--- config.mk ---
export PLATFORM = sky130hd
export DESIGN_NAME = ebtc_top
export DESIGN_NICKNAME = d
export VERILOG_FILES = /design/src/rtl/ebtc_tick.v /design/src/rtl/ebtc_wave.v /design/src/rtl/ebtc_top.v
export VERILOG_INCLUDE_DIRS = /design/src /design/src/inc
export SDC_FILE = /design/constraint.sdc
export NUM_CORES = 1
export LEC_CHECK = 0
export BUFFER_PORTS_ARGS = -buffer_cell sky130_fd_sc_hd__buf_2
export CAP_MARGIN = 10
export CORE_MARGIN = 10
export CORE_UTILIZATION = 48
export CTS_CLUSTER_DIAMETER = 40
export CTS_CLUSTER_SIZE = 28
export DETAILED_ROUTE_END_ITERATION = 8
export PLACE_DENSITY = 0.75
export SETUP_SLACK_MARGIN = 0.2
export SYNTH_ARGS = -nofsm -noshare
export SYNTH_HDL_FRONTEND = slang
export SYNTH_HIERARCHICAL = 1
export SYNTH_SLANG_ARGS = --single-unit
export TNS_END_PERCENT = 100
--- constraint.sdc ---
create_clock -name hclk -period 4.4 [get_ports hclk]
set_clock_uncertainty 0.15 [all_clocks]
set_input_delay 0 -clock hclk [delete_from_list [all_inputs] [get_ports hclk]]
set_output_delay 0 -clock hclk [all_outputs]
set_load 0.05 [all_outputs]
--- src/inc/ebtc_defines.vh ---
`ifndef EBTC_DEFINES_VH
`define EBTC_DEFINES_VH

// ********************************************************************
// Register byte offsets
// ********************************************************************
`define EBTC_OFS_CTRL_A 8'h00
`define EBTC_OFS_CTRL 8'h04
`define EBTC_OFS_COUNT 8'h08
`define EBTC_OFS_CMP_A 8'h0C
`define EBTC_OFS_FLAG 8'h10
`define EBTC_OFS_MASK 8'h14

// ********************************************************************
// Field positions
// ********************************************************************
`define EBTC_A_WGM_LSB 0
`define EBTC_A_COM_LSB 4
`define EBTC_A_FOC_BIT 7
`define EBTC_C_CS_LSB 0
`define EBTC_C_AS_BIT 3
`define EBTC_F_OVF_BIT 0
`define EBTC_F_CMP_BIT 1

// ********************************************************************
// Reset values and extreme counts
// ********************************************************************
`define EBTC_RST_BYTE 8'h00
`define EBTC_MAX 8'hFF
`define EBTC_BOTTOM 8'h00
`define EBTC_ONE 8'h01

// ********************************************************************
// Waveform modes and compare output actions
// ********************************************************************
`define EBTC_MODE_NORMAL 2'h0
`define EBTC_MODE_PHASE 2'h1
`define EBTC_MODE_CLR 2'h2
`define EBTC_MODE_FAST 2'h3
`define EBTC_ACT_NONE 2'h0
`define EBTC_ACT_TOGGLE 2'h1
`define EBTC_ACT_CLEAR 2'h2
`define EBTC_ACT_SET 2'h3

// ********************************************************************
// Prescaler terminal masks
// ********************************************************************
`define EBTC_PRE_W 10
`define EBTC_DIV1_MASK 10'h000
`define EBTC_DIV8_MASK 10'h007
`define EBTC_DIV32_MASK 10'h01F
`define EBTC_DIV64_MASK 10'h03F
`define EBTC_DIV128_MASK 10'h07F
`define EBTC_DIV256_MASK 10'h0FF
`define EBTC_DIV1024_MASK 10'h3FF

`endif

--- src/rtl/ebtc_tick.v ---
`timescale 1ns/1ns
`include "ebtc_defines.vh"

module ebtc_tick
(
   input wire hclk,                   // System clock
   input wire hresetn,                // Async reset, active low
   input wire [2:0] clock_source_select, // Prescale select, 0 stops
   input wire async_clock_select,     // 1 counts crystal edges
   input wire crystal_in_pin,         // Crystal input
   output reg timer_tick,             // One-cycle timer tick
   output reg crystal_out_pin         // Oscillator feedback
);

   reg xtal_meta;
   reg xtal_sync;
   reg xtal_prev;
   reg [`EBTC_PRE_W-1:0] prescale;
   wire src_edge;
   wire [`EBTC_PRE_W-1:0] div_mask;

   function [`EBTC_PRE_W-1:0] ebtc_div_mask;
      input [2:0] sel;
      begin
         case (sel)
            3'h2: ebtc_div_mask = `EBTC_DIV8_MASK;
            3'h3: ebtc_div_mask = `EBTC_DIV32_MASK;
            3'h4: ebtc_div_mask = `EBTC_DIV64_MASK;
            3'h5: ebtc_div_mask = `EBTC_DIV128_MASK;
            3'h6: ebtc_div_mask = `EBTC_DIV256_MASK;
            3'h7: ebtc_div_mask = `EBTC_DIV1024_MASK;
            default: ebtc_div_mask = `EBTC_DIV1_MASK;
         endcase
      end
   endfunction

   assign div_mask = ebtc_div_mask(clock_source_select);
   // Crystal edges are brought into the bus clock, so flags and CPU
   // updates all happen in one domain
   assign src_edge = async_clock_select ?
                     (xtal_sync & ~xtal_prev) : 1'b1;

   always @(posedge hclk or negedge hresetn)
   begin
      if (!hresetn)
      begin
         xtal_meta <= 1'b0;
         xtal_sync <= 1'b0;
         xtal_prev <= 1'b0;
         crystal_out_pin <= 1'b0;
         prescale <= {`EBTC_PRE_W{1'b0}};
         timer_tick <= 1'b0;
      end
      else
      begin
         xtal_meta <= crystal_in_pin;
         xtal_sync <= xtal_meta;
         xtal_prev <= xtal_sync;
         crystal_out_pin <= ~xtal_sync;
         if (clock_source_select == 3'h0)
         begin
            prescale <= {`EBTC_PRE_W{1'b0}};
            timer_tick <= 1'b0;
         end
         else if (src_edge)
         begin
            prescale <= prescale + {{(`EBTC_PRE_W-1){1'b0}}, 1'b1};
            timer_tick <= ((prescale & div_mask) == div_mask);
         end
         else
         begin
            timer_tick <= 1'b0;
         end
      end
   end

endmodule // ebtc_tick

--- src/rtl/ebtc_wave.v ---
`timescale 1ns/1ns
`include "ebtc_defines.vh"

module ebtc_wave
(
   input wire hclk,                  // System clock
   input wire hresetn,               // Async reset, active low
   input wire [1:0] mode,            // Waveform mode
   input wire [1:0] action,          // Compare output action
   input wire match_ev,              // Unblocked match on a tick
   input wire force_ev,              // Forced compare pulse
   input wire wrap_ev,               // Tick moving MAX to BOTTOM
   input wire count_down,            // Counter direction
   input wire at_max,                // Counter equals MAX
   input wire at_bottom,             // Counter equals BOTTOM
   output reg compare_output         // Compare output state
);

   reg pc_level;

   // Extreme values pin the phase correct level so MAX gives steady
   // high and BOTTOM steady low in non-inverting use
   always @*
   begin
      pc_level = count_down;
      if (at_max)
         pc_level = 1'b1;
      else if (at_bottom)
         pc_level = 1'b0;
   end

   always @(posedge hclk or negedge hresetn)
   begin
      if (!hresetn)
         compare_output <= 1'b0;
      else if (force_ev || ((mode == `EBTC_MODE_NORMAL ||
               mode == `EBTC_MODE_CLR) && match_ev))
      begin
         case (action)
            `EBTC_ACT_TOGGLE: compare_output <= ~compare_output;
            `EBTC_ACT_CLEAR: compare_output <= 1'b0;
            `EBTC_ACT_SET: compare_output <= 1'b1;
            default: compare_output <= compare_output;
         endcase
      end
      else if (mode == `EBTC_MODE_FAST)
      begin
         // Bottom wins over a coincident match: MAX compare stays set with the clear action, clear with the set action
         if (wrap_ev && action == `EBTC_ACT_CLEAR)
            compare_output <= 1'b1;
         else if (wrap_ev && action == `EBTC_ACT_SET)
            compare_output <= 1'b0;
         else if (match_ev && action == `EBTC_ACT_CLEAR)
            compare_output <= 1'b0;
         else if (match_ev && action == `EBTC_ACT_SET)
            compare_output <= 1'b1;
      end
      else if (mode == `EBTC_MODE_PHASE && match_ev)
      begin
         if (action == `EBTC_ACT_CLEAR)
            compare_output <= pc_level;
         else if (action == `EBTC_ACT_SET)
            compare_output <= ~pc_level;
      end
   end

endmodule // ebtc_wave

--- src/rtl/ebtc_top.v ---
// The register offsets and the AHB-Lite interface to the registers were chosen for this implementation.
`timescale 1ns/1ns
`include "ebtc_defines.vh"

module ebtc_top
(
   input wire hclk,              // Bus and timer clock
   input wire hresetn,           // Async reset, active low
   input wire hsel,              // AHB slave select
   input wire [31:0] haddr,      // AHB address
   input wire [1:0] htrans,      // AHB transfer type
   input wire hwrite,            // AHB write
   input wire [2:0] hsize,       // AHB size, words only
   input wire [31:0] hwdata,     // AHB write data
   input wire hready,            // AHB bus ready
   output reg hreadyout,         // AHB slave ready
   output reg hresp,             // AHB response, always OKAY
   output reg [31:0] hrdata,     // AHB read data
   input wire crystal_in_pin,    // Crystal input
   output wire crystal_out_pin,  // Crystal feedback, from flop
   input wire irq_ack_ovf,       // Overflow interrupt serviced
   input wire irq_ack_cmp,       // Compare interrupt serviced
   output reg ovf_irq,           // Overflow interrupt request
   output reg cmp_irq,           // Compare interrupt request
   output wire compare_output    // Compare output, from flop
);

   // ******************************************************************
   // Registers
   // ******************************************************************
   reg [1:0] waveform_mode_select;
   reg [1:0] compare_output_action;
   reg [2:0] clock_source_select;
   reg async_clock_select;
   reg [7:0] timer_count_value;
   reg [7:0] compare_value_a;
   reg [7:0] compare_buffer;
   reg overflow_flag;
   reg compare_match_flag_a;
   reg overflow_irq_enable;
   reg compare_irq_enable_a;
   reg count_down;
   reg match_block;
   reg force_compare_strobe;
   reg wr_pend;
   reg rd_pend;
   reg [7:0] addr_q;

   reg [7:0] next_count;
   reg next_down;
   reg count_clear;
   reg ovf_cond;
   reg [31:0] read_mux;

   wire timer_tick;
   wire take;
   wire wr_ctrl_a;
   wire wr_ctrl;
   wire wr_count;
   wire wr_cmp;
   wire wr_flag;
   wire wr_mask;
   wire pwm;
   wire at_max;
   wire at_bottom;
   wire [7:0] top_value;
   wire at_top;
   wire match;
   wire step;
   wire match_ev;
   wire wrap_ev;
   wire ovf_set;
   wire ovf_clr;
   wire cmp_clr;

   function ebtc_hit;
      input [7:0] addr;
      input [7:0] ofs;
      begin
         ebtc_hit = (addr == ofs);
      end
   endfunction

   function ebtc_is_pwm;
      input [1:0] mode;
      begin
         ebtc_is_pwm = (mode == `EBTC_MODE_PHASE) ||
                       (mode == `EBTC_MODE_FAST);
      end
   endfunction

   // ******************************************************************
   // AHB-Lite slave
   // ******************************************************************
   assign take = hsel & hready & htrans[1];
   assign wr_ctrl_a = wr_pend & ebtc_hit(addr_q, `EBTC_OFS_CTRL_A);
   assign wr_ctrl = wr_pend & ebtc_hit(addr_q, `EBTC_OFS_CTRL);
   assign wr_count = wr_pend & ebtc_hit(addr_q, `EBTC_OFS_COUNT);
   assign wr_cmp = wr_pend & ebtc_hit(addr_q, `EBTC_OFS_CMP_A);
   assign wr_flag = wr_pend & ebtc_hit(addr_q, `EBTC_OFS_FLAG);
   assign wr_mask = wr_pend & ebtc_hit(addr_q, `EBTC_OFS_MASK);

   // Reads take one wait state so the data reflect any write that
   // completed in the cycle just before
   always @(posedge hclk or negedge hresetn)
   begin
      if (!hresetn)
      begin
         wr_pend <= 1'b0;
         rd_pend <= 1'b0;
         addr_q <= 8'h00;
         hreadyout <= 1'b1;
         hresp <= 1'b0;
         hrdata <= 32'h00000000;
      end
      else
      begin
         wr_pend <= take & hwrite;
         rd_pend <= take & ~hwrite;
         hreadyout <= ~(take & ~hwrite);
         hresp <= 1'b0;
         if (take)
            addr_q <= haddr[7:0];
         if (rd_pend)
            hrdata <= read_mux;
      end
   end

   always @*
   begin
      read_mux = 32'h00000000;
      case (addr_q)
         `EBTC_OFS_CTRL_A:
         begin
            read_mux[`EBTC_A_WGM_LSB +: 2] = waveform_mode_select;
            read_mux[`EBTC_A_COM_LSB +: 2] = compare_output_action;
         end
         `EBTC_OFS_CTRL:
         begin
            read_mux[`EBTC_C_CS_LSB +: 3] = clock_source_select;
            read_mux[`EBTC_C_AS_BIT] = async_clock_select;
         end
         `EBTC_OFS_COUNT:
            read_mux[7:0] = timer_count_value;
         `EBTC_OFS_CMP_A:
            read_mux[7:0] = pwm ? compare_buffer :
                            compare_value_a;
         `EBTC_OFS_FLAG:
         begin
            read_mux[`EBTC_F_OVF_BIT] = overflow_flag;
            read_mux[`EBTC_F_CMP_BIT] = compare_match_flag_a;
         end
         `EBTC_OFS_MASK:
         begin
            read_mux[`EBTC_F_OVF_BIT] = overflow_irq_enable;
            read_mux[`EBTC_F_CMP_BIT] = compare_irq_enable_a;
         end
         default:
            read_mux = 32'h00000000;
      endcase
   end

   // ******************************************************************
   // Control and mask registers
   // ******************************************************************
   always @(posedge hclk or negedge hresetn)
   begin
      if (!hresetn)
      begin
         waveform_mode_select <= 2'h0;
         compare_output_action <= 2'h0;
         clock_source_select <= 3'h0;
         async_clock_select <= 1'b0;
         overflow_irq_enable <= 1'b0;
         compare_irq_enable_a <= 1'b0;
         force_compare_strobe <= 1'b0;
      end
      else
      begin
         // Strobe reads as zero; only non-PWM modes accept it
         force_compare_strobe <= wr_ctrl_a & hwdata[`EBTC_A_FOC_BIT] &
            ~ebtc_is_pwm(hwdata[`EBTC_A_WGM_LSB +: 2]);
         if (wr_ctrl_a)
         begin
            waveform_mode_select <=
               hwdata[`EBTC_A_WGM_LSB +: 2];
            compare_output_action <= hwdata[`EBTC_A_COM_LSB +: 2];
         end
         if (wr_ctrl)
         begin
            clock_source_select <= hwdata[`EBTC_C_CS_LSB +: 3];
            async_clock_select <= hwdata[`EBTC_C_AS_BIT];
         end
         if (wr_mask)
         begin
            overflow_irq_enable <= hwdata[`EBTC_F_OVF_BIT];
            compare_irq_enable_a <= hwdata[`EBTC_F_CMP_BIT];
         end
      end
   end

   // ******************************************************************
   // Tick source
   // ******************************************************************
   ebtc_tick u_tick
   (
      .hclk(hclk),
      .hresetn(hresetn),
      .clock_source_select(clock_source_select),
      .async_clock_select(async_clock_select),
      .crystal_in_pin(crystal_in_pin),
      .timer_tick(timer_tick),
      .crystal_out_pin(crystal_out_pin)
   );

   // ******************************************************************
   // Counter unit
   // ******************************************************************
   assign pwm = ebtc_is_pwm(waveform_mode_select);
   assign at_max = (timer_count_value == `EBTC_MAX);
   assign at_bottom = (timer_count_value == `EBTC_BOTTOM);
   assign top_value = (waveform_mode_select == `EBTC_MODE_CLR) ?
                      compare_value_a : `EBTC_MAX;
   assign at_top = (timer_count_value == top_value);
   assign step = timer_tick & ~wr_count;

   always @*
   begin
      next_count = timer_count_value + `EBTC_ONE;
      next_down = 1'b0;
      count_clear = 1'b0;
      ovf_cond = at_max;
      case (waveform_mode_select)
         `EBTC_MODE_NORMAL:
            next_count = timer_count_value + `EBTC_ONE;
         `EBTC_MODE_CLR:
         begin
            count_clear = at_top;
            if (count_clear)
               next_count = `EBTC_BOTTOM;
         end
         `EBTC_MODE_PHASE:
         begin
            // Dual slope: turn at MAX, overflow on reaching BOTTOM
            ovf_cond = count_down &&
                       (timer_count_value == `EBTC_ONE);
            if (!count_down && at_max)
            begin
               next_down = 1'b1;
               next_count = timer_count_value - `EBTC_ONE;
            end
            else if (count_down && !at_bottom)
            begin
               next_down = 1'b1;
               next_count = timer_count_value - `EBTC_ONE;
            end
         end
         default:
            next_count = timer_count_value + `EBTC_ONE;
      endcase
   end

   always @(posedge hclk or negedge hresetn)
   begin
      if (!hresetn)
      begin
         timer_count_value <= `EBTC_RST_BYTE;
         count_down <= 1'b0;
         match_block <= 1'b0;
      end
      else if (wr_count)
      begin
         timer_count_value <= hwdata[7:0];
         match_block <= 1'b1;
      end
      else if (timer_tick)
      begin
         timer_count_value <= next_count;
         count_down <= next_down;
         match_block <= 1'b0;
      end
   end

   // ******************************************************************
   // Compare unit
   // ******************************************************************
   assign match = (timer_count_value == compare_value_a);
   assign match_ev = step & match & ~match_block;
   assign wrap_ev = step & at_max &
                    (waveform_mode_select == `EBTC_MODE_FAST);

   // A PWM period never sees a half-updated compare value
   always @(posedge hclk or negedge hresetn)
   begin
      if (!hresetn)
      begin
         compare_value_a <= `EBTC_RST_BYTE;
         compare_buffer <= `EBTC_RST_BYTE;
      end
      else
      begin
         if (wr_cmp)
            compare_buffer <= hwdata[7:0];
         if (wr_cmp && !pwm)
            compare_value_a <= hwdata[7:0];
         else if (pwm && step && at_max)
            compare_value_a <= compare_buffer;
      end
   end

   // ******************************************************************
   // Flags and interrupt requests
   // ******************************************************************
   assign ovf_set = step & ovf_cond;
   assign ovf_clr = irq_ack_ovf |
                    (wr_flag & hwdata[`EBTC_F_OVF_BIT]);
   assign cmp_clr = irq_ack_cmp |
                    (wr_flag & hwdata[`EBTC_F_CMP_BIT]);

   // A set arriving with a clear is kept
   always @(posedge hclk or negedge hresetn)
   begin
      if (!hresetn)
      begin
         overflow_flag <= 1'b0;
         compare_match_flag_a <= 1'b0;
         ovf_irq <= 1'b0;
         cmp_irq <= 1'b0;
      end
      else
      begin
         overflow_flag <= ovf_set | (overflow_flag & ~ovf_clr);
         // Forced compares never reach this flag
         compare_match_flag_a <= match_ev |
            (compare_match_flag_a & ~cmp_clr);
         ovf_irq <= overflow_flag & overflow_irq_enable;
         cmp_irq <= compare_match_flag_a &
                    compare_irq_enable_a;
      end
   end

   // ******************************************************************
   // Waveform generator
   // ******************************************************************
   ebtc_wave u_wave
   (
      .hclk(hclk),
      .hresetn(hresetn),
      .mode(waveform_mode_select),
      .action(compare_output_action),
      .match_ev(match_ev),
      .force_ev(force_compare_strobe),
      .wrap_ev(wrap_ev),
      .count_down(count_down),
      .at_max(at_max),
      .at_bottom(at_bottom),
      .compare_output(compare_output)
   );

endmodule // ebtc_top

* Word-level counts from Yosys, hierarchy flattened *
Index checks and enable logic that the tools add are counted.

cells by class
  bitwise operators = 41
  multiplexer cells = 38
  reductions and logical operators = 30
  $lt $le $gt $ge = 0
  div/mod/pow operators = 0
  $add $sub $neg = 3
  shift-type cells = 0
  equal/unequal tests = 26
  multiply operators = 0

operators with widths
  cell                                               count
  2-to-1 mux 8 bit                                   9
  case mux 10 bit (6 select lines)                   1
  bitwise AND 1 bit                                  25
  2-to-1 mux 1 bit                                   20
  2-to-1 mux 10 bit                                  2
  == test 8 x 4 -> 1 bit (second input constant)     2
  == test 8 x 5 -> 1 bit (second input constant)     2
  == test 8 bit                                      2
  zero test 8 bit                                    2
  case mux 8 bit (2 select lines)                    1
  == test 3 bit (second input constant)              4
  logical AND 1 bit                                  12
  case mux 2 bit (3 select lines)                    2
  case mux 2 bit (6 select lines)                    1
  NOT 1 bit                                          11
  adder 10 x 1 -> 10 bit (second input constant)     1
  bitwise AND 10 bit                                 1
  == test 10 bit                                     1
  == test 2 bit (second input constant)              5
  adder 8 x 1 -> 8 bit (second input constant)       1
  == test 8 x 1 -> 1 bit (second input constant)     1
  == test 8 x 3 -> 1 bit (second input constant)     1
  == test 8 bit (second input constant)              1
  subtractor 8 x 1 -> 8 bit (second input constant)  1
  other kinds (16)                                   29

word-level totals
  logic and storage cells = 166
  memory bits (read-only) = 0
  latch bits = 0
  memories kept = 0
  register bits = 76
  memory bits (writable) = 0

* Depth between registers and ports, before layout *
  word-level depth = 13
  gate-level depth with buffers = 11

* Cells and area by module *
The synthesis kept the hierarchy.

by module, submodules not included
  module     instances  seq. area each (um^2)  cells each  area an instance (um^2)
  ebtc_top   1          1502.7                 384         3749.8
  ebtc_tick  1          375.4                  71          720.7
  ebtc_wave  1          25.0                   22          152.6

* Worst setup path after synthesis *
Ideal clock, no wire load.

  kind = reg2reg
  from = reg addr_q[5]
  to = reg u_wave.compare_output
  setup time = 133 ps
  buffers on the path = 2
  required time = 4117 ps
  path slack = 1842 ps
  data arrival time = 2275 ps
  stages on the path, launching flop included = 12
  period minus slack after synthesis = 2558 ps
  cell sequence = dfrtp_1 > or4_1 > buf_2 > o31ai_4 > buf_2 > nor2_1 > and2_1 > nand2b_1 > o21ai_0 > a41oi_1 > o221ai_1 > a31oi_1

RTL lines
  what                                RTL line        source
  start, declared                     ebtc_top.v:47   reg [7:0] addr_q;
  start signal, assigned              ebtc_top.v:123  addr_q <= haddr[7:0];
  == test 8 x 4 -> 1 bit (*)          ebtc_top.v:80   ebtc_hit = (addr == ofs);
  bitwise AND 1 bit (*)               ebtc_top.v:98   assign wr_count = wr_pend & ebtc_hit(addr_q, `EBTC_OFS_COUNT);
  NOT 1 bit (no source line) (*)      n/a
  bitwise AND 1 bit (*)               ebtc_top.v:225  assign step = timer_tick & ~wr_count;
  bitwise AND 1 bit (*) (2 in a row)  ebtc_top.v:289  assign wrap_ev = step & at_max &
  named net wrap_ev                   ebtc_top.v:71   wire wrap_ev;
  logical AND 1 bit (no source line)  n/a
  2-to-1 mux 1 bit                    ebtc_wave.v:51  else if (wrap_ev && action == `EBTC_ACT_SET)
  2-to-1 mux 1 bit                    ebtc_wave.v:49  if (wrap_ev && action == `EBTC_ACT_CLEAR)
  2-to-1 mux 1 bit                    ebtc_wave.v:46  else if (mode == `EBTC_MODE_FAST)
  2-to-1 mux 1 bit                    ebtc_wave.v:36  else if (force_ev || ((mode == `EBTC_MODE_NORMAL ||
  end signal, assigned                ebtc_wave.v:40  `EBTC_ACT_TOGGLE: compare_output <= ~compare_output;
  end signal, assigned                ebtc_wave.v:43  default: compare_output <= compare_output;
  end signal, assigned                ebtc_wave.v:61  compare_output <= pc_level;
  end, declared                       ebtc_wave.v:16  output reg compare_output

The timed path passes the listed nets; every way through them passes the cells marked *.
A chain may end at the register's enable or synchronous reset.

* Final worst setup path *
  from = reg addr_q[2]
  to = reg compare_match_flag_a

on the way
  cells in the longest elaborated chain, start to end = 7

RTL lines
  what                            RTL line        source
  == test 8 x 4 -> 1 bit          ebtc_top.v:80
  bitwise AND 1 bit               ebtc_top.v:98
  NOT 1 bit (no source line)      n/a
  bitwise AND 1 bit               ebtc_top.v:225
  bitwise AND 1 bit (2 in a row)  ebtc_top.v:288  assign match_ev = step & match & ~match_block;
  named net match_ev              ebtc_top.v:70   wire match_ev;
  bitwise OR 1 bit                ebtc_top.v:334  compare_match_flag_a <= match_ev |
  end signal, assigned            ebtc_top.v:334
  end, declared                   ebtc_top.v:39   reg compare_match_flag_a;

The timed path passes the listed nets, and every way through them passes these cells.

==> metrics.txt <==
Max Freq 0.293 GHz; largest net degree at the start of global routing slightly below 80; ANT nets after route 0; CP arrival 3.51 ns; Critical Path Start addr_q[2]; CTS resizes 0; setup bufs post-CTS 0; CP Data Required Time 4.49 ns; first-pass GRT wire length roughly 18000 um; Synth Cell Area 0.00462 mm^2; leakage 2.30 nW; grt ovf 0; Root Buffer clkbuf_8; Worst Path Max Fanout 24; core area 0.00933 mm^2; crit path cell chain or4bb_1 -> nor3_4 -> nor2_1 -> and4_1 -> a31o_2 -> dlygate4sd3_1; worst hold slack 0.104 ns; CTS max path bufs 2; CP Capture Type register; RSZ-0062 raised after global routing false; Synth Warn # 6; DR WL met2 5250 um; kind of critical path register to register; leading post-synthesis cells by cell area dfrtp_1 (41%), mux2_2 (7.8%), buf_4 (5.0%); Vias 3643; Setup-failing EPs final 0; Initial DRC Count 278; post-route cell area about 0.0052 mm^2; share of cells above drive strength 1 0.206; min-delay worst type input pin to register; TritonCTS Buffers 9; DRC Markers 0; antenna cells 0; Critical R2R Launch addr_q[2]; commonest cells after routing, fill and taps aside dfrtp_1 (75), nor2_1 (41), buf_2 (36), mux2_2 (32), inv_1 (27); PwrDens 420 mW/mm^2; Ports 115; commonest non-fill, non-tap cell in the layout dfrtp_1; EDFF count, synth 0; hold buffers post-CTS 25; PortBufs 37; full die area 0.0140 mm^2; placed inst area about 0.0048 mm^2; Die H 118 um; gr usage total 0.159; Post-DP HPWL 7820 um; vias in the first global route 3568; slowest stage delay, CP about 0.74 ns; count of clock tree sinks 76; max_slew headroom 0.359; CTS H-Tree Depth 3; FFs w/ async S/R, synth 1.00; register area share after synthesis 0.412; worst slew pin tran 0.961 ns; Area growth syn-to-layout 13.0%; Rows 35; M1 WL 4970 um; area leader, netlist dfrtp_1; average size of a mapped cell 9.69 um^2; crit start category register; run status complete, no violations; WL/cell 16.8 um; max layer used met4; setup TNS 0 ns; initial antenna violation count 0; Yosys top cell area share 0.406; DRT Pass-1 Iters 5; Avg Vias per Cell approximately 5.5; slowest CP cell or4bb_1; min-delay src htrans[1]; Clk Latency, worst-skew pair 0.36 ns; final count of hold timing violations 0; Unique masters post-synth 65; max-cap violations 0; CTS tree yes; Period minus WS final 3.41 ns; Primary FF master, synth dfrtp_1; Final Net Count just over 600; Final Slew Violations 0; Die X 118 um; met3 routed WL 675 um; GP Congestion 0.882; #FFs+latches synth 76; Worst VDD drop 0.200 mV; Gate Count Post-Synth 477; Routed WL 11100 um; Initial Utilization 0.496; ratio of final minimum period to clock period 0.776; clock slew at reported path FFs 0.08 ns
==> registers in the layout, summed over array words and instances, names as in the netlist, 2 cells and up <==
register               count
addr_q                     8
compare_value_a            8
compare_buffer             8
timer_count_value          8
compare_output_action      2
u_tick/prescale           10
waveform_mode_select       2
hrdata                     8
clock_source_select        3
==> kinds of logic after synthesis <==
kind of cell    after synthesis  share of synthesized area
mux                          47                      0.113
buf+inv                      80                     0.0923
simple gates                142                      0.170
xor+xnor                     17                     0.0322
flops                        76                      0.412
compound gates              106                      0.158
fa+ha+maj                     8                     0.0217
other cells                   1                   0.000811
==> critical path: cells and delay by family, from the launching register on <==
family          cells  cell delay, ns
simple gates        4            1.68
flops               1            0.68
buf+inv             1            0.56
compound gates      1            0.23
==> per-layer routing <==
layer,GRT usage,vias to the layer above
li1,-,1751
met1,0.207,1755
met2,0.247,124
met3,0.0366,13
met4,0.0688,0
met5,0,-
==> area by class of cell <==
class | instances | area, um^2
fillers | 818 | 4100
multi-input cells | 345 | 2380
flip-flops and latches | 76 | 1900
repair buffers | 66 | 468
well taps | 129 | 161
clock buffers | 10 | 138
inverters | 27 | 101
clock inverters | 6 | 70.1
==> final timing paths <==
check | endpoint | slack (ns) | cells past startpoint
hold / removal | hreadyout | 0.10 | 3
max in group asynchronous | u_wave/compare_output | 3.29 | 2
hold reg to reg | u_tick/xtal_sync | 0.20 | 0
setup / recovery | compare_match_flag_a | 0.99 | 6
min in group asynchronous | addr_q[6] | 0.18 | 2
setup reg to reg | compare_match_flag_a | 0.99 | 6
==> cells in the mapped netlist, types with 2 or more instances <==
master    number
a31oi_1        3
nor4_1         5
inv_1         27
buf_2          7
or4_1          2
nand4_1        3
mux2i_1       14
xor2_1         9
xnor2_1        8
clkbuf_1      13
and4_1         2
o211ai_1       6
dfrtp_1       75
o22ai_1        8
a311oi_1       4
a211oi_1      10
a21boi_0       4
nor3b_1        2
ha_1           8
a21oi_1       26
nand2_1       24
a41oi_1        2
nand4_2        2
nor3_1         5
and2_1         5
nor2b_1        8
nor2_1        41
nand3_1       17
mux2_2        32
nor3_4         2
nand3b_1       4
or3_1          4
nand2b_1       4
and3_1         2
o21ai_0       21
buf_4         31
a22oi_1        9
==> report_power, final <==
part           switching, W  internal (W)  leakage [nW]
Sequential         0.000213      0.000794         0.944
Combinational      0.000356      0.000263          1.26
Clock              0.000285      0.000281        0.0955
==> through the flow <==
step	power, W	utilization	cells	setup WS, ns
floorplan	0.00148	-	501	1.84
global placement	0.00158	0.510	617	1.31
detailed placement	0.00161	0.510	617	1.23
CTS	0.00219	0.559	658	1.03
global route	0.00231	0.560	659	0.824
finish	0.00219	0.560	659	0.986
Power figures use the tool's default switching activity.
